### config.mk
export PLATFORM = sky130hd
export DESIGN_NAME = rpc_core
export DESIGN_NICKNAME = d
export VERILOG_FILES = /design/src/pkg/rpc_pkg.sv /design/src/rtl/rpc_core.sv /design/src/rtl/rpc_fifo.sv
export SDC_FILE = /design/constraint.sdc
export NUM_CORES = 2
export LEC_CHECK = 0
export BUFFER_PORTS_ARGS = -buffer_cell sky130_fd_sc_hd__buf_4
export CORE_ASPECT_RATIO = 1.75
export CORE_UTILIZATION = 40
export CTS_CLUSTER_DIAMETER = 30
export DETAILED_ROUTE_END_ITERATION = 16
export PLACE_DENSITY = 0.53
export SYNTH_ARGS = -nofsm -noshare
export SYNTH_HDL_FRONTEND = slang
export SYNTH_SLANG_ARGS = --single-unit
### constraint.sdc
create_clock -name clk_sys -period 45 [get_ports clk_sys]
set_input_delay 2.25 -clock clk_sys [delete_from_list [all_inputs] [get_ports clk_sys]]
set_output_delay 2.25 -clock clk_sys [all_outputs]
set_load 0.05 [all_outputs]
### src/pkg/rpc_pkg.sv
// Shared constants and carriers for the repeater port core.
// Assumes one system clock; all link signals arrive as pins.
package rpc_pkg;

  // ****************************************************************
  // Port count and buffering
  // ****************************************************************
  localparam int NPORT_MAX  = 11;
  localparam int FIFO_DEPTH = 32;
  localparam int LAT_NIBS   = 4;

  // ****************************************************************
  // Timers in bit times, bits per nibble and the collision limit
  // ****************************************************************
  localparam int BITS_PER_NIB = 4;
  localparam int COLL_LIMIT   = 64;
  localparam int RECON_BITS   = 512;
  localparam int JAB_BITS     = 65536;
  localparam int FC_BITS      = 480;
  localparam int IDLE_BITS    = 33792;
  localparam int IPG_BITS     = 80;
  localparam int VC_BITS      = 480;

  // ****************************************************************
  // Code groups and nibble values
  // ****************************************************************
  localparam logic [4:0] CG_IDLE       = 5'h1F;
  localparam logic [4:0] CG_SSD_J      = 5'h18;
  localparam logic [4:0] CG_SSD_K      = 5'h11;
  localparam logic [4:0] CG_ESD_T      = 5'h0D;
  localparam logic [4:0] CG_ESD_R      = 5'h07;
  localparam logic [3:0] MII_SSD_NIB   = 4'h5;
  localparam logic [3:0] MII_FALSE_CAR = 4'hE;
  localparam logic [3:0] JAM_NIB       = MII_SSD_NIB;

  // ****************************************************************
  // Layout of the synchronised pin vector
  // ****************************************************************
  localparam int SB_CLK = 0;
  localparam int SB_CRS = 1;
  localparam int SB_DV  = 2;
  localparam int SB_ER  = 3;
  localparam int SB_D   = 4;
  localparam int SB_TX  = 8;
  localparam int SB_W   = 9;

  typedef struct packed {
    logic       er;
    logic [3:0] d;
  } rpc_nib_type;

endpackage

### src/rtl/rpc_core.sv
// Repeater port core: repeats one port's receive stream to the others.
// Assumes MII pins are asynchronous and receive clocks run freely.
`timescale 1ns/1ps
`default_nettype none
module rpc_core
  import rpc_pkg::*;
#(
  parameter int NPORT      = 11,
  parameter int JAB_LIMIT  = rpc_pkg::JAB_BITS,
  parameter int IDLE_LIMIT = rpc_pkg::IDLE_BITS
) (
  // Clock and reset
  input  wire logic                  clk_sys,
  input  wire logic                  reset_n,
  // MII receive pins, one per port
  input  wire logic [NPORT-1:0]      mii_rx_clk,
  input  wire logic [NPORT-1:0]      per_port_carrier_sense,
  input  wire logic [NPORT-1:0]      mii_rx_dv,
  input  wire logic [NPORT-1:0]      mii_rx_er,
  input  wire logic [NPORT-1:0][3:0] mii_rxd,
  input  wire logic [NPORT-1:0]      phy_is_tx,
  // MII transmit side
  output logic [NPORT-1:0]           receive_direction_enable,
  output logic [NPORT-1:0]           mii_tx_en,
  output logic [3:0]                 mii_txd,
  output logic                       mii_tx_er,
  // Status
  output logic                       collision_report_out,
  output logic [NPORT-1:0]           partition_status,
  output logic [NPORT-1:0]           jabber_status,
  output logic [NPORT-1:0]           isolate_status
);
  import rpc_pkg::*;

  // ****************************************************************
  // Parameter checks and derived limits
  // ****************************************************************
  // port count and timer limit bounds
  generate
    if (NPORT < 2 || NPORT > NPORT_MAX || JAB_LIMIT > 131000 ||
        IDLE_LIMIT + IPG_BITS > 131000) begin : g_chk
      $error("rpc_core parameters out of range");
    end
  endgenerate

  localparam logic [16:0] JAB_TH  = 17'(JAB_LIMIT);
  localparam logic [16:0] FC_TH   = 17'(FC_BITS);
  localparam logic [16:0] VC_TH   = 17'(VC_BITS);
  localparam logic [16:0] IDLE_TH = 17'(IDLE_LIMIT + IPG_BITS);
  localparam logic [9:0]  REC_TH  = 10'(RECON_BITS);
  localparam logic [6:0]  COL_TH  = 7'(COLL_LIMIT);
  localparam int          LW      = $clog2(FIFO_DEPTH) + 1;

  function automatic logic [3:0] ones(input logic [NPORT-1:0] v);
    logic [3:0] c;
    c = 4'h0;
    for (int k = 0; k < NPORT; k++) begin
      c = c + 4'(v[k]);
    end
    return c;
  endfunction

  function automatic logic [3:0] first(input logic [NPORT-1:0] v);
    logic [3:0] x;
    x = 4'h0;
    for (int k = NPORT - 1; k >= 0; k--) begin
      if (v[k]) begin
        x = 4'(k);
      end
    end
    return x;
  endfunction

  function automatic logic [16:0] add4(input logic [16:0] v);
    return (v > 17'h1FFF0) ? v : 17'(v + 17'(BITS_PER_NIB));
  endfunction

  // ****************************************************************
  // State
  // ****************************************************************
  typedef struct packed {
    logic [SB_W-1:0] s1;
    logic [SB_W-1:0] s2;
    logic [SB_W-1:0] s3;
    logic [SB_W-1:0] flt;
    logic            fc_seen;
    logic            dv_seen;
    logic            last_false;
    logic            part;
    logic            jab;
    logic            iso;
    logic [6:0]      coll_cnt;
    logic [16:0]     rx_bits;
    logic [16:0]     idle_bits;
    logic [9:0]      tx_bits;
  } rpc_port_type;

  typedef struct packed {
    rpc_port_type [NPORT-1:0] p;
    logic [NPORT-1:0]         rx_en;
    logic [NPORT-1:0]         tx_en;
    logic [3:0]               txd;
    logic                     txer;
    logic                     jam;
    logic                     busy;
    logic                     drain;
    logic [3:0]               src;
  } rpc_state_type;

  rpc_state_type    st_r;
  rpc_state_type    st_nxt;
  logic [1:0]       rst_sync_r;
  logic             rst_n;
  logic [NPORT-1:0] stb;
  logic [NPORT-1:0] crs;
  logic [NPORT-1:0] is_tx;
  logic [NPORT-1:0] blocked;
  logic [NPORT-1:0] car;
  logic [NPORT-1:0] act;
  logic [3:0]       ncar;
  logic             jam_hit;
  logic             jam_rise;
  logic             sstb;
  logic             f_flush;
  logic             f_in_valid;
  logic             f_in_ready;
  rpc_nib_type      f_in_data;
  logic             f_out_valid;
  logic             f_out_ready;
  rpc_nib_type      f_out_data;
  logic [LW-1:0]    f_level;

  // Release of the asynchronous reset is synchronised
  always_ff @(posedge clk_sys or negedge reset_n) begin
    if (!reset_n) begin
      rst_sync_r <= 2'h0;
    end else begin
      rst_sync_r <= {1'b1, rst_sync_r[1]};
    end
  end
  assign rst_n = rst_sync_r[0];

  rpc_fifo #(
    .W     ($bits(rpc_nib_type)),
    .DEPTH (FIFO_DEPTH)
  ) u_fifo (
    .clk_sys   (clk_sys),
    .rst_n     (rst_n),
    .flush     (f_flush),
    .in_valid  (f_in_valid),
    .in_ready  (f_in_ready),
    .in_data   (f_in_data),
    .out_valid (f_out_valid),
    .out_ready (f_out_ready),
    .out_data  (f_out_data),
    .level     (f_level)
  );

  // ****************************************************************
  // Next state
  // ****************************************************************
  always_comb begin
    st_nxt = st_r;
    for (int i = 0; i < NPORT; i++) begin
      st_nxt.p[i].s1 = {phy_is_tx[i], mii_rxd[i], mii_rx_er[i], mii_rx_dv[i],
                        per_port_carrier_sense[i], mii_rx_clk[i]};
      st_nxt.p[i].s2 = st_r.p[i].s1;
      st_nxt.p[i].s3 = st_r.p[i].s2;
      for (int b = 0; b < SB_W; b++) begin
        if (st_r.p[i].s2[b] == st_r.p[i].s3[b]) begin
          st_nxt.p[i].flt[b] = st_r.p[i].s3[b];
        end
      end
      // Falling receive clock: data has been stable for half a period
      stb[i]     = st_r.p[i].flt[SB_CLK] && !st_nxt.p[i].flt[SB_CLK];
      crs[i]     = st_r.p[i].flt[SB_CRS];
      is_tx[i]   = st_r.p[i].flt[SB_TX];
      blocked[i] = st_r.p[i].jab || st_r.p[i].iso;
    end
    car      = crs & ~blocked;
    act      = car & ~{NPORT{1'b0}};
    for (int i = 0; i < NPORT; i++) begin
      act[i] = car[i] && !st_r.p[i].part;
    end
    ncar     = ones(act);
    jam_hit  = (ncar >= 4'h2);
    jam_rise = jam_hit && !st_r.jam;
    sstb     = stb[st_r.src];

    for (int i = 0; i < NPORT; i++) begin
      if (!crs[i]) begin
        st_nxt.p[i].jab = 1'b0;
      end
      if (stb[i] && crs[i]) begin
        st_nxt.p[i].rx_bits   = add4(st_r.p[i].rx_bits);
        st_nxt.p[i].idle_bits = 17'h0;
        // false carrier code from the PHY
        if (st_r.p[i].flt[SB_ER] && !st_r.p[i].flt[SB_DV] &&
            st_r.p[i].flt[SB_D +: 4] == MII_FALSE_CAR) begin
          st_nxt.p[i].fc_seen = 1'b1;
          if (st_nxt.p[i].rx_bits > FC_TH) begin
            st_nxt.p[i].iso = 1'b1;
          end
        end
        if (st_r.p[i].flt[SB_DV]) begin
          st_nxt.p[i].dv_seen = 1'b1;
        end
        if (st_nxt.p[i].rx_bits > JAB_TH) begin
          st_nxt.p[i].jab = 1'b1;
        end
      end else if (stb[i]) begin
        st_nxt.p[i].idle_bits = add4(st_r.p[i].idle_bits);
        st_nxt.p[i].rx_bits   = 17'h0;
        st_nxt.p[i].fc_seen   = 1'b0;
        st_nxt.p[i].dv_seen   = 1'b0;
        if (st_r.p[i].rx_bits != 17'h0) begin
          if (st_r.p[i].fc_seen) begin
            // second false carrier in a row
            if (st_r.p[i].last_false) begin
              st_nxt.p[i].iso = 1'b1;
            end
            st_nxt.p[i].last_false = 1'b1;
          end else if (st_r.p[i].dv_seen) begin
            st_nxt.p[i].last_false = 1'b0;
            if (st_r.p[i].rx_bits >= VC_TH) begin
              st_nxt.p[i].iso = 1'b0;
            end
          end
        end
        if (st_nxt.p[i].idle_bits > IDLE_TH) begin
          st_nxt.p[i].iso = 1'b0;
        end
      end
      if (!is_tx[i]) begin
        st_nxt.p[i].iso        = 1'b0;
        st_nxt.p[i].last_false = 1'b0;
      end
      if (jam_rise && car[i]) begin
        if (st_r.p[i].coll_cnt != 7'h7F) begin
          st_nxt.p[i].coll_cnt = st_r.p[i].coll_cnt + 7'h1;
        end
        if (st_nxt.p[i].coll_cnt >= COL_TH) begin
          st_nxt.p[i].part = 1'b1;
        end
        st_nxt.p[i].tx_bits = 10'h0;
      end else if (st_r.p[i].part && st_r.tx_en[i] && sstb) begin
        if (crs[i]) begin
          st_nxt.p[i].tx_bits = 10'h0;
        end else if (st_r.p[i].tx_bits + 10'(BITS_PER_NIB) > REC_TH) begin
          st_nxt.p[i].part     = 1'b0;
          st_nxt.p[i].coll_cnt = 7'h0;
          st_nxt.p[i].tx_bits  = 10'h0;
        end else begin
          st_nxt.p[i].tx_bits = st_r.p[i].tx_bits + 10'(BITS_PER_NIB);
        end
      end
    end

    st_nxt.rx_en = act;
    st_nxt.tx_en = st_r.tx_en & ~blocked;
    st_nxt.jam   = jam_hit;
    f_flush      = 1'b0;
    f_in_valid   = 1'b0;
    // Error flag sits just below the nibble in the pin vector
    f_in_data.er = st_r.p[st_r.src].flt[SB_ER];
    f_in_data.d  = st_r.p[st_r.src].flt[SB_D +: 4];
    f_out_ready  = 1'b0;
    if (jam_hit) begin
      // jam from detection while collision lasts
      st_nxt.tx_en = ~blocked;
      st_nxt.txd   = JAM_NIB;
      st_nxt.txer  = 1'b0;
      st_nxt.busy  = 1'b0;
      st_nxt.drain = 1'b0;
      f_flush      = 1'b1;
    end else if (st_r.jam) begin
      // Leftover frame data is stale after a collision
      st_nxt.tx_en = '0;
      f_flush      = 1'b1;
    end else if (!st_r.busy) begin
      st_nxt.tx_en = '0;
      if (ncar == 4'h1) begin
        st_nxt.busy = 1'b1;
        st_nxt.src  = first(act);
      end
    end else begin
      // Push only after the receive enable has been raised
      f_in_valid = sstb && st_r.rx_en[st_r.src] &&
                   (st_r.p[st_r.src].flt[SB_DV] || st_r.p[st_r.src].flt[SB_ER]);
      // drain starts at a fixed fill or when the source carrier ends
      if (!st_r.drain && (f_level >= LW'(LAT_NIBS) || (sstb && !act[st_r.src]))) begin
        st_nxt.drain = 1'b1;
      end
      if (st_r.drain && sstb) begin
        if (f_out_valid) begin
          f_out_ready  = 1'b1;
          st_nxt.tx_en = ~(NPORT'(1) << st_r.src) & ~blocked;
          st_nxt.txd   = f_out_data.d;
          st_nxt.txer  = f_out_data.er;
        end else begin
          st_nxt.tx_en = '0;
          if (!act[st_r.src]) begin
            st_nxt.busy  = 1'b0;
            st_nxt.drain = 1'b0;
            // clean frame breaks the collision run
            st_nxt.p[st_r.src].coll_cnt = 7'h0;
          end
        end
      end
    end
  end

  always_ff @(posedge clk_sys or negedge rst_n) begin
    if (!rst_n) begin
      st_r <= '0;
    end else begin
      st_r <= st_nxt;
    end
  end

  // ****************************************************************
  // Outputs
  // ****************************************************************
  always_comb begin
    for (int i = 0; i < NPORT; i++) begin
      partition_status[i] = st_r.p[i].part;
      jabber_status[i]    = st_r.p[i].jab;
      isolate_status[i]   = st_r.p[i].iso;
    end
  end
  assign receive_direction_enable = st_r.rx_en;
  assign mii_tx_en                = st_r.tx_en;
  assign mii_txd                  = st_r.txd;
  assign mii_tx_er                = st_r.txer;
  assign collision_report_out     = st_r.jam;

  // ****************************************************************
  // Assertions
  // ****************************************************************
  // Watched ports need at least seven ports
  if (NPORT > 6) begin : g_ast
  AST_RECEIVE_DIRECTION_ENABLE_FIRST: assert property (@(posedge clk_sys) disable iff (!rst_n)
    (f_in_valid && f_in_ready) |-> $past(receive_direction_enable[st_r.src]))
    else $error("nibble pushed without receive enable");
  AST_JAM_START: assert property (@(posedge clk_sys) disable iff (!rst_n)
    (ncar >= 4'h2) |=> (collision_report_out && mii_txd == JAM_NIB))
    else $error("collision did not start jam");
  AST_JAM_END: assert property (@(posedge clk_sys) disable iff (!rst_n)
    (st_r.jam && ncar < 4'h2) |=> (!collision_report_out && mii_tx_en == '0))
    else $error("jam did not end with collision");
  AST_PART_ENTER: assert property (@(posedge clk_sys) disable iff (!rst_n)
    (st_r.p[2].coll_cnt == 7'(COLL_LIMIT - 1) && jam_rise && car[2])
      |=> partition_status[2])
    else $error("port not partitioned at collision limit");
  AST_PART_BLOCK: assert property (@(posedge clk_sys) disable iff (!rst_n)
    partition_status[2] |=> !receive_direction_enable[2])
    else $error("partitioned port still receiving");
  AST_JAB_BLOCK: assert property (@(posedge clk_sys) disable iff (!rst_n)
    jabber_status[4] |=> (!receive_direction_enable[4] && !mii_tx_en[4]))
    else $error("jabber port not blocked");
  AST_JAB_CLEAR: assert property (@(posedge clk_sys) disable iff (!rst_n)
    (jabber_status[4] && !crs[4]) |=> !jabber_status[4])
    else $error("jabber held without carrier");
  AST_ISO_BLOCK: assert property (@(posedge clk_sys) disable iff (!rst_n)
    isolate_status[5] |=> (!receive_direction_enable[5] && !mii_tx_en[5]))
    else $error("isolated port not blocked");
  AST_T4_IGNORE: assert property (@(posedge clk_sys) disable iff (!rst_n)
    !is_tx[6] |=> !isolate_status[6])
    else $error("T4 port isolated");
  AST_TXER_MARK: assert property (@(posedge clk_sys) disable iff (!rst_n)
    (f_out_ready && f_out_valid && f_out_data.er && !jam_hit) |=> (mii_tx_er && |mii_tx_en))
    else $error("receive error not repeated");
  end

endmodule
`default_nettype wire

### src/rtl/rpc_fifo.sv
// Nibble FIFO with valid/ready on both sides, flush and fill level.
// Assumes a single clock and an active-low asynchronous reset.
`timescale 1ns/1ps
`default_nettype none
module rpc_fifo #(
  parameter int W     = 5,
  parameter int DEPTH = 32
) (
  // Clock and reset
  input  wire logic                       clk_sys,
  input  wire logic                       rst_n,
  input  wire logic                       flush,
  // Fill side
  input  wire logic                       in_valid,
  output logic                            in_ready,
  input  wire logic [W-1:0]               in_data,
  // Drain side
  output logic                            out_valid,
  input  wire logic                       out_ready,
  output logic [W-1:0]                    out_data,
  output logic [$clog2(DEPTH):0]          level
);
  localparam int AW = $clog2(DEPTH);

  generate
    if (DEPTH < 2 || (1 << AW) != DEPTH) begin : g_chk
      $error("rpc_fifo depth must be a power of two");
    end
  endgenerate

  typedef struct packed {
    logic [DEPTH-1:0][W-1:0] mem;
    logic [AW:0]             wp;
    logic [AW:0]             rp;
  } rpc_fifo_type;

  rpc_fifo_type st_r;
  rpc_fifo_type st_nxt;

  always_comb begin
    level     = st_r.wp - st_r.rp;
    in_ready  = (level != (AW+1)'(DEPTH));
    out_valid = (st_r.wp != st_r.rp);
    out_data  = st_r.mem[st_r.rp[AW-1:0]];
    st_nxt    = st_r;
    if (flush) begin
      st_nxt.rp = st_r.wp;
    end else begin
      if (in_valid && in_ready) begin
        st_nxt.mem[st_r.wp[AW-1:0]] = in_data;
        st_nxt.wp = st_r.wp + 1'b1;
      end
      if (out_valid && out_ready) begin
        st_nxt.rp = st_r.rp + 1'b1;
      end
    end
  end

  always_ff @(posedge clk_sys or negedge rst_n) begin
    if (!rst_n) begin
      st_r <= '0;
    end else begin
      st_r <= st_nxt;
    end
  end

endmodule
`default_nettype wire

### Yosys cells after proc, flatten, opt, wreduce, memory -nomap -nowiden

Index checks and enable logic that the tools add are counted.

| cells by class | value |
|---|---|
| bitwise logic cells | 9 |
| shift operators | 1 |
| equal/unequal tests | 125 |
| add/sub/neg operators | 57 |
| order comparisons | 95 |
| reductions and logical operators | 166 |
| mux-type cells | 625 |

Operators with widths:

| cell | count |
|---|---|
| 1023-bit two-way mux | 6 |
| 1023-bit bitwise mux | 1 |
| 34-bit two-way mux | 22 |
| 17-bit greater-than comparator, second input constant | 33 |
| 7-bit two-way mux | 66 |
| 10-bit two-way mux | 44 |
| 1-bit two-way mux | 402 |
| 17-bit by 3-bit adder with 17-bit output, second input constant | 22 |
| 17-bit two-way mux | 22 |
| 93-bit binary-select mux with 4-bit select | 1 |
| 93-bit demux with 4-bit select | 1 |
| 17-bit by 9-bit >= comparator with 1-bit output, second input constant | 11 |
| 17-bit by 16-bit greater-than comparator with 1-bit output, second input constant | 11 |
| 17-bit by 9-bit greater-than comparator with 1-bit output, second input constant | 11 |
| 17-bit nonzero test | 11 |
| 160-bit bitwise mux | 1 |
| 10-bit by 3-bit adder with 10-bit output, second input constant | 11 |
| 10-bit greater-than comparator, second input constant | 11 |
| 1-bit equality test | 99 |
| 1-bit logical AND | 98 |
| 7-bit by 1-bit adder with 7-bit output, second input constant | 11 |
| 7-bit >= comparator, second input constant | 11 |
| 7-bit inequality test, second input constant | 11 |
| 65-bit two-way mux | 1 |
| 37 further kinds | 160 |

| storage, ports and cells | value |
|---|---|
| input port bits | 101 |
| register bits | 1,231 |
| logic and storage cells | 1,275 |
| output and inout port bits | 61 |

### Longest topological paths before layout

| logic depth | value |
|---|---|
| word-level depth | 28 |
| mapped depth | 20 |
| gate-level depth less buffers | 17 |

### By module

Synthesis repeated with hierarchy kept, for this count alone.

| unflattened totals | value |
|---|---|
| cell total of the unflattened synthesis | 6,228 |
| area, all modules | 60,728.2 um^2 |

Modules (own cells, without submodules):

| module | cells an instance | seq. area each (um^2) | instances | area an instance (um^2) |
|---|---|---|---|---|
| rpc_core | 5,649 | 24,848.8 | 1 | 52,296.4 |
| rpc_fifo | 579 | 4,304.1 | 1 | 8,431.8 |

### Worst setup path before layout

No wires, ideal clock.

| timing path | value |
|---|---|
| path type | flip-flop to flip-flop |
| start point | register st_r (netlist bit crs[7]) |
| end point | register u_fifo.st_r[127] (netlist bit) |
| setup slack | 39.516 ns |
| stages on the path, launching flop included | 20 |
| buffers on the path | 5 |
| setup time | 0.125 ns |
| period minus slack after synthesis | 5.484 ns |
| required time | 44.875 ns |
| arrival time | 5.360 ns |
| path through | dfrtp_1 clkbuf_1 nor4b_1 fa_1 inv_1 fa_1 fa_1 inv_1 fa_1 fa_1 inv_1 clkbuf_1 and2_1 buf_2 nand4_1 a311oi_2 clkbuf_1 and3_1 buf_2 mux2_2 |

| between the ends | value |
|---|---|
| cells in the longest elaborated chain, start to end | 10 |
| elaborated cells on any way between the ends | 12 |
| those cells by class | 4 x add/sub; 1 x order compare; 2 x mux; 2 x bitwise; 3 x reduce/logical |

RTL lines:

| what | RTL line | RTL |
|---|---|---|
| start, declared | rpc_core.sv:110 | `rpc_state_type st_r;` |
| start signal, assigned | rpc_core.sv:317 | `st_r <= st_nxt;` |
| 11-bit bitwise AND (*) | rpc_core.sv:180 | `car = crs & ~blocked;` |
| 1-bit logical AND (*) | rpc_core.sv:183 | `act[i] = car[i] && !st_r.p[i].part;` |
| named net act[7] | rpc_core.sv:119 | `logic [NPORT-1:0] act;` |
| 4-bit by 1-bit adder with 4-bit output (*) (4 in a row) | rpc_core.sv:58 | `c = c + 4'(v[k]);` |
| 4-bit by 2-bit >= comparator with 1-bit output (*) | rpc_core.sv:186 | `jam_hit = (ncar >= 4'h2);` |
| 1-bit two-way mux | rpc_core.sv:268 | `if (jam_hit) begin` |
| 1-bit logical AND / 1-bit NOT (equally long branches) | - |  |
| 2-bit AND reduction (no line) (*) | - |  |
| end signal, assigned | rpc_fifo.sv:63 | `st_r <= st_nxt;` |
| end, declared | rpc_fifo.sv:37 | `rpc_fifo_type st_r;` |

Mark *: on every way through the listed nets, which the timed path passes. The rest lies on a longest branch.
A chain may end at the register's enable or synchronous reset.

### Final worst setup path

| timing path | value |
|---|---|
| start point | register st_r (netlist bit crs[5]) |
| end point | register u_fifo.st_r[74] (netlist bit) |

| between the ends | value |
|---|---|
| cells in the longest elaborated chain, start to end | 12 |
| elaborated cells on any way between the ends | 14 |
| those cells by class | 6 x add/sub; 1 x order compare; 2 x mux; 2 x bitwise; 3 x reduce/logical |

RTL lines:

| what | RTL line |
|---|---|
| 11-bit bitwise AND (*) | rpc_core.sv:180 |
| 1-bit logical AND (*) | rpc_core.sv:183 |
| named net act[5] | rpc_core.sv:119 |
| 4-bit by 1-bit adder with 4-bit output (*) (6 in a row) | rpc_core.sv:58 |
| 4-bit by 2-bit >= comparator with 1-bit output (*) | rpc_core.sv:186 |
| 1-bit two-way mux | rpc_core.sv:268 |
| 1-bit logical AND / 1-bit NOT (equally long branches) | - |
| 2-bit AND reduction (no line) (*) | - |

Marked as above.

==> qor.csv <==
stage;metric;value;unit
global_routing;grt.total_usage;0.214;
final_layout;fillerInstances;14300;
yosys;avgSynthCellArea;9.79;sq um
final_layout;fin_nets;6450;
place;hpwl;117;mm
route;drt-vias-per-instance;5.69;
clock_network;cts_resized;0;
yosys;ys_seq_area_frac;0.475;
final_layout;area_growth;15.6;%
route;first_pass_iters;5;
global_routing;grt_max_degree;182;
timing;finalSetupTns;0;ns
route;wl;167;mm
worst_setup_path;critPathKind;reg -> reg;
yosys;yosysWarningCount;0;
clock_network;cts.sinks;1165;
final_layout;drive_gt1_frac;0.160;
timing;max_freq;138;MHz
timing;hold_viol_final;0;
clock_network;cts_buffer_depth;3;
clock_network;htree_levels;4;
final_layout;finalNonFillerCells;8431;
clock_network;post_cts_buffers;0;
global_routing;antenna_found_initial;6;
place;dp_cells;8058;
flow_run;cap_violations;0;
timing;finClkSkew;0.0448;ns
yosys;synth_area_leaders;dfrtp_1 47%, nand2_1 4.0%, mux2_2 3.9%, o21ai_0 3.0%, nor2_1 3.0%;
clock_network;insertion_delay;0.84;ns
worst_setup_path;start_kind;flop;
timing;fin_crit_sh;0.161;
worst_setup_path;crit_arrival;7.93;ns
clock_network;path_clk_slew;0.05;ns
worst_setup_path;required;45.70;ns
yosys;ys_ff_latch;1165;
worst_hold_path;hp-class;reg -> reg;
outcome;status;completed;
yosys;async_flop_share;1.00;
route;wire_per_inst;19.8;microns
floorplanning;core_area;0.152;sq mm
route;drc;0;
yosys;synth_edf_count;0;
route;drt_iter0_drc;3127;
global_routing;grt_pass1_wl;266;mm
floorplanning;ios;162;
power;pwr_density_cell;47.8;mW/mm^2
yosys;yosys.area.top_type;dfrtp_1;
global_routing;gr-total-overflow;0;
timing;worst_slew_pin_slew;1.24;ns
floorplanning;dieArea;0.155;sq mm
place;dp_slack;37.72;ns
clock_network;ctsRootBufferMaster;clkbuf_16;
floorplanning;rows;189;
floorplanning;start_util;0.404;
yosys;synthFlopType;dfrtp_1;
floorplanning;die_height;520;microns
timing;period_needed;7.23;ns
worst_setup_path;critPathCaptureType;flop;
power;irDropWorstVdd;0.0627;mV
place;gp_congestion;0.877;
yosys;synth_area;0.0614;sq mm
yosys;syn-instance-count;6269;
yosys;synthDistinctLibCells;113;
clock_network;numCtsBuffers;199;
timing;relSlewSlack;0.171;
floorplanning;chipWidth;298;microns
yosys;yosysMostFrequentCell;dfrtp_1;
yosys;yosys-top-cells-count;1,165 x dfrtp_1, 658 x nand2_1, 492 x nor2_1, 373 x o21ai_0, 318 x clkbuf_1;
place;io_buffers;161;
worst_setup_path;critPathMaxFanout;39;
power;power_leakage;29.8;nW
timing;setup_ws;37.77;ns
clock_network;cts_tree;done;
global_routing;grt_pass1_vias;47800;
route;ant_nets;0;
yosys;synth_top_area_frac;0.475;
timing;setup-violations-final;0;
clock_network;ctsHoldBuffers;0;
yosys;syn-num-nets;6465;
final_layout;final_util;0.468;
timing;final_max_slew_viol_count;0;
timing;rsz0062_at_grt;false;
route;vias;48000;
## power breakdown
group,internal [mW],switching (mW)
clock,1.00,0.593
combinational,0.185,0.392
sequential,1.12,0.0969
total,2.31,1.08
## flip-flops by register name, summed over array words and instances, names as in the netlist, 2 cells and up
| name | cells |
|---|---|
| crs | 11 |
| jabber_status | 11 |
| receive_direction_enable | 11 |
| isolate_status | 11 |
| mii_tx_en | 11 |
| partition_status | 11 |
| u_fifo.st_r | 172 |
| rst_sync_r | 2 |
| is_tx | 11 |
| mii_txd | 4 |
| st_r | 908 |
## logic make-up (layout without fill, tap and decap cells)
group	after synthesis	count (layout)	share of synthesized area
AND/OR/NAND/NOR	2434	2434	0.203
AO/OA/AOI/OAI	1343	1343	0.142
flip-flops	1165	1165	0.475
buffers and inverters	614	770	0.0432
multiplexers	414	414	0.0855
adder cells (fa/ha/maj)	194	194	0.0364
XOR/XNOR	104	104	0.0148
other	1	2	0.0000611
## placed cells by master (no fill, tap or decap), drive strengths merged, types with 88 or more instances in the layout
master     n
and3     124
mux2     217
mux2i    132
nor2     493
o21ai    379
nand2    658
clkbuf   229
a21oi    296
inv      201
ha        88
dfrtp   1165
nand3    271
buf      242
a31oi     96
nand4    126
maj3      99
nor3     234
nor4     102
## area by class of cell
cell class	instances	area, sq um	share of cell area
multi-input combinational	4490	29700	0.418
sequential	1165	29200	0.411
timing repair buffer	242	1850	0.0261
inverter	156	586	0.00825
clock inverter	143	1890	0.0266
tap	2005	2510	0.0353
antenna	1	2.50	0.0000353
clock buffer	229	5300	0.0746
## critical path, stage by stage (launching register included)
cell and delay, ns:
dfrtp_1 0.80, or3b_2 0.54, nor2_1 0.43, fa_1 0.48, inv_1 0.08, fa_1 0.43, fa_1 0.49, inv_1 0.06
fa_1 0.42, fa_1 0.45, inv_1 0.41, and2_1 0.58, nand4_1 0.25, a311oi_4 0.26, buf_4 0.60, and3_1 0.41
mux2_2 0.37
## stage by stage
stage | power [mW] | cell area, sq um | hold WS, ns
2_1_floorplan | 1.60 | 61400 | 0.331
3_3_place_gp | 1.81 | 63800 | 0.333
3_5_place_dp | 1.82 | 63800 | 0.335
4_1_cts | 3.44 | 71000 | 0.339
5_1_grt | 3.54 | 71000 | 0.351
6_report | 3.39 | 71000 | 0.337
## per-layer routing
layer	wire length (microns)	GRT usage
met2	85700	0.382
met1	67600	0.254
met4	5460	0.0794
met3	7870	0.0410
met5	0	0
## worst paths after layout
| check | from | endpoint | slack (ns) | depth (start not counted) |
|---|---|---|---|---|
| worst min-delay path | st_r[118] | st_r[109] | 0.34 | 0 |
| worst max-delay path | crs[5] | u_fifo.st_r[74] | 37.77 | 16 |
| worst max register to register | crs[5] | u_fifo.st_r[74] | 37.77 | 16 |
| min in group asynchronous | rst_sync_r[0] | st_r[775] | 0.40 | 0 |
| max in group asynchronous | rst_sync_r[0] | st_r[1042] | 40.52 | 4 |
| worst min register to register | st_r[118] | st_r[109] | 0.34 | 0 |
(Power assumes the default switching activity.)
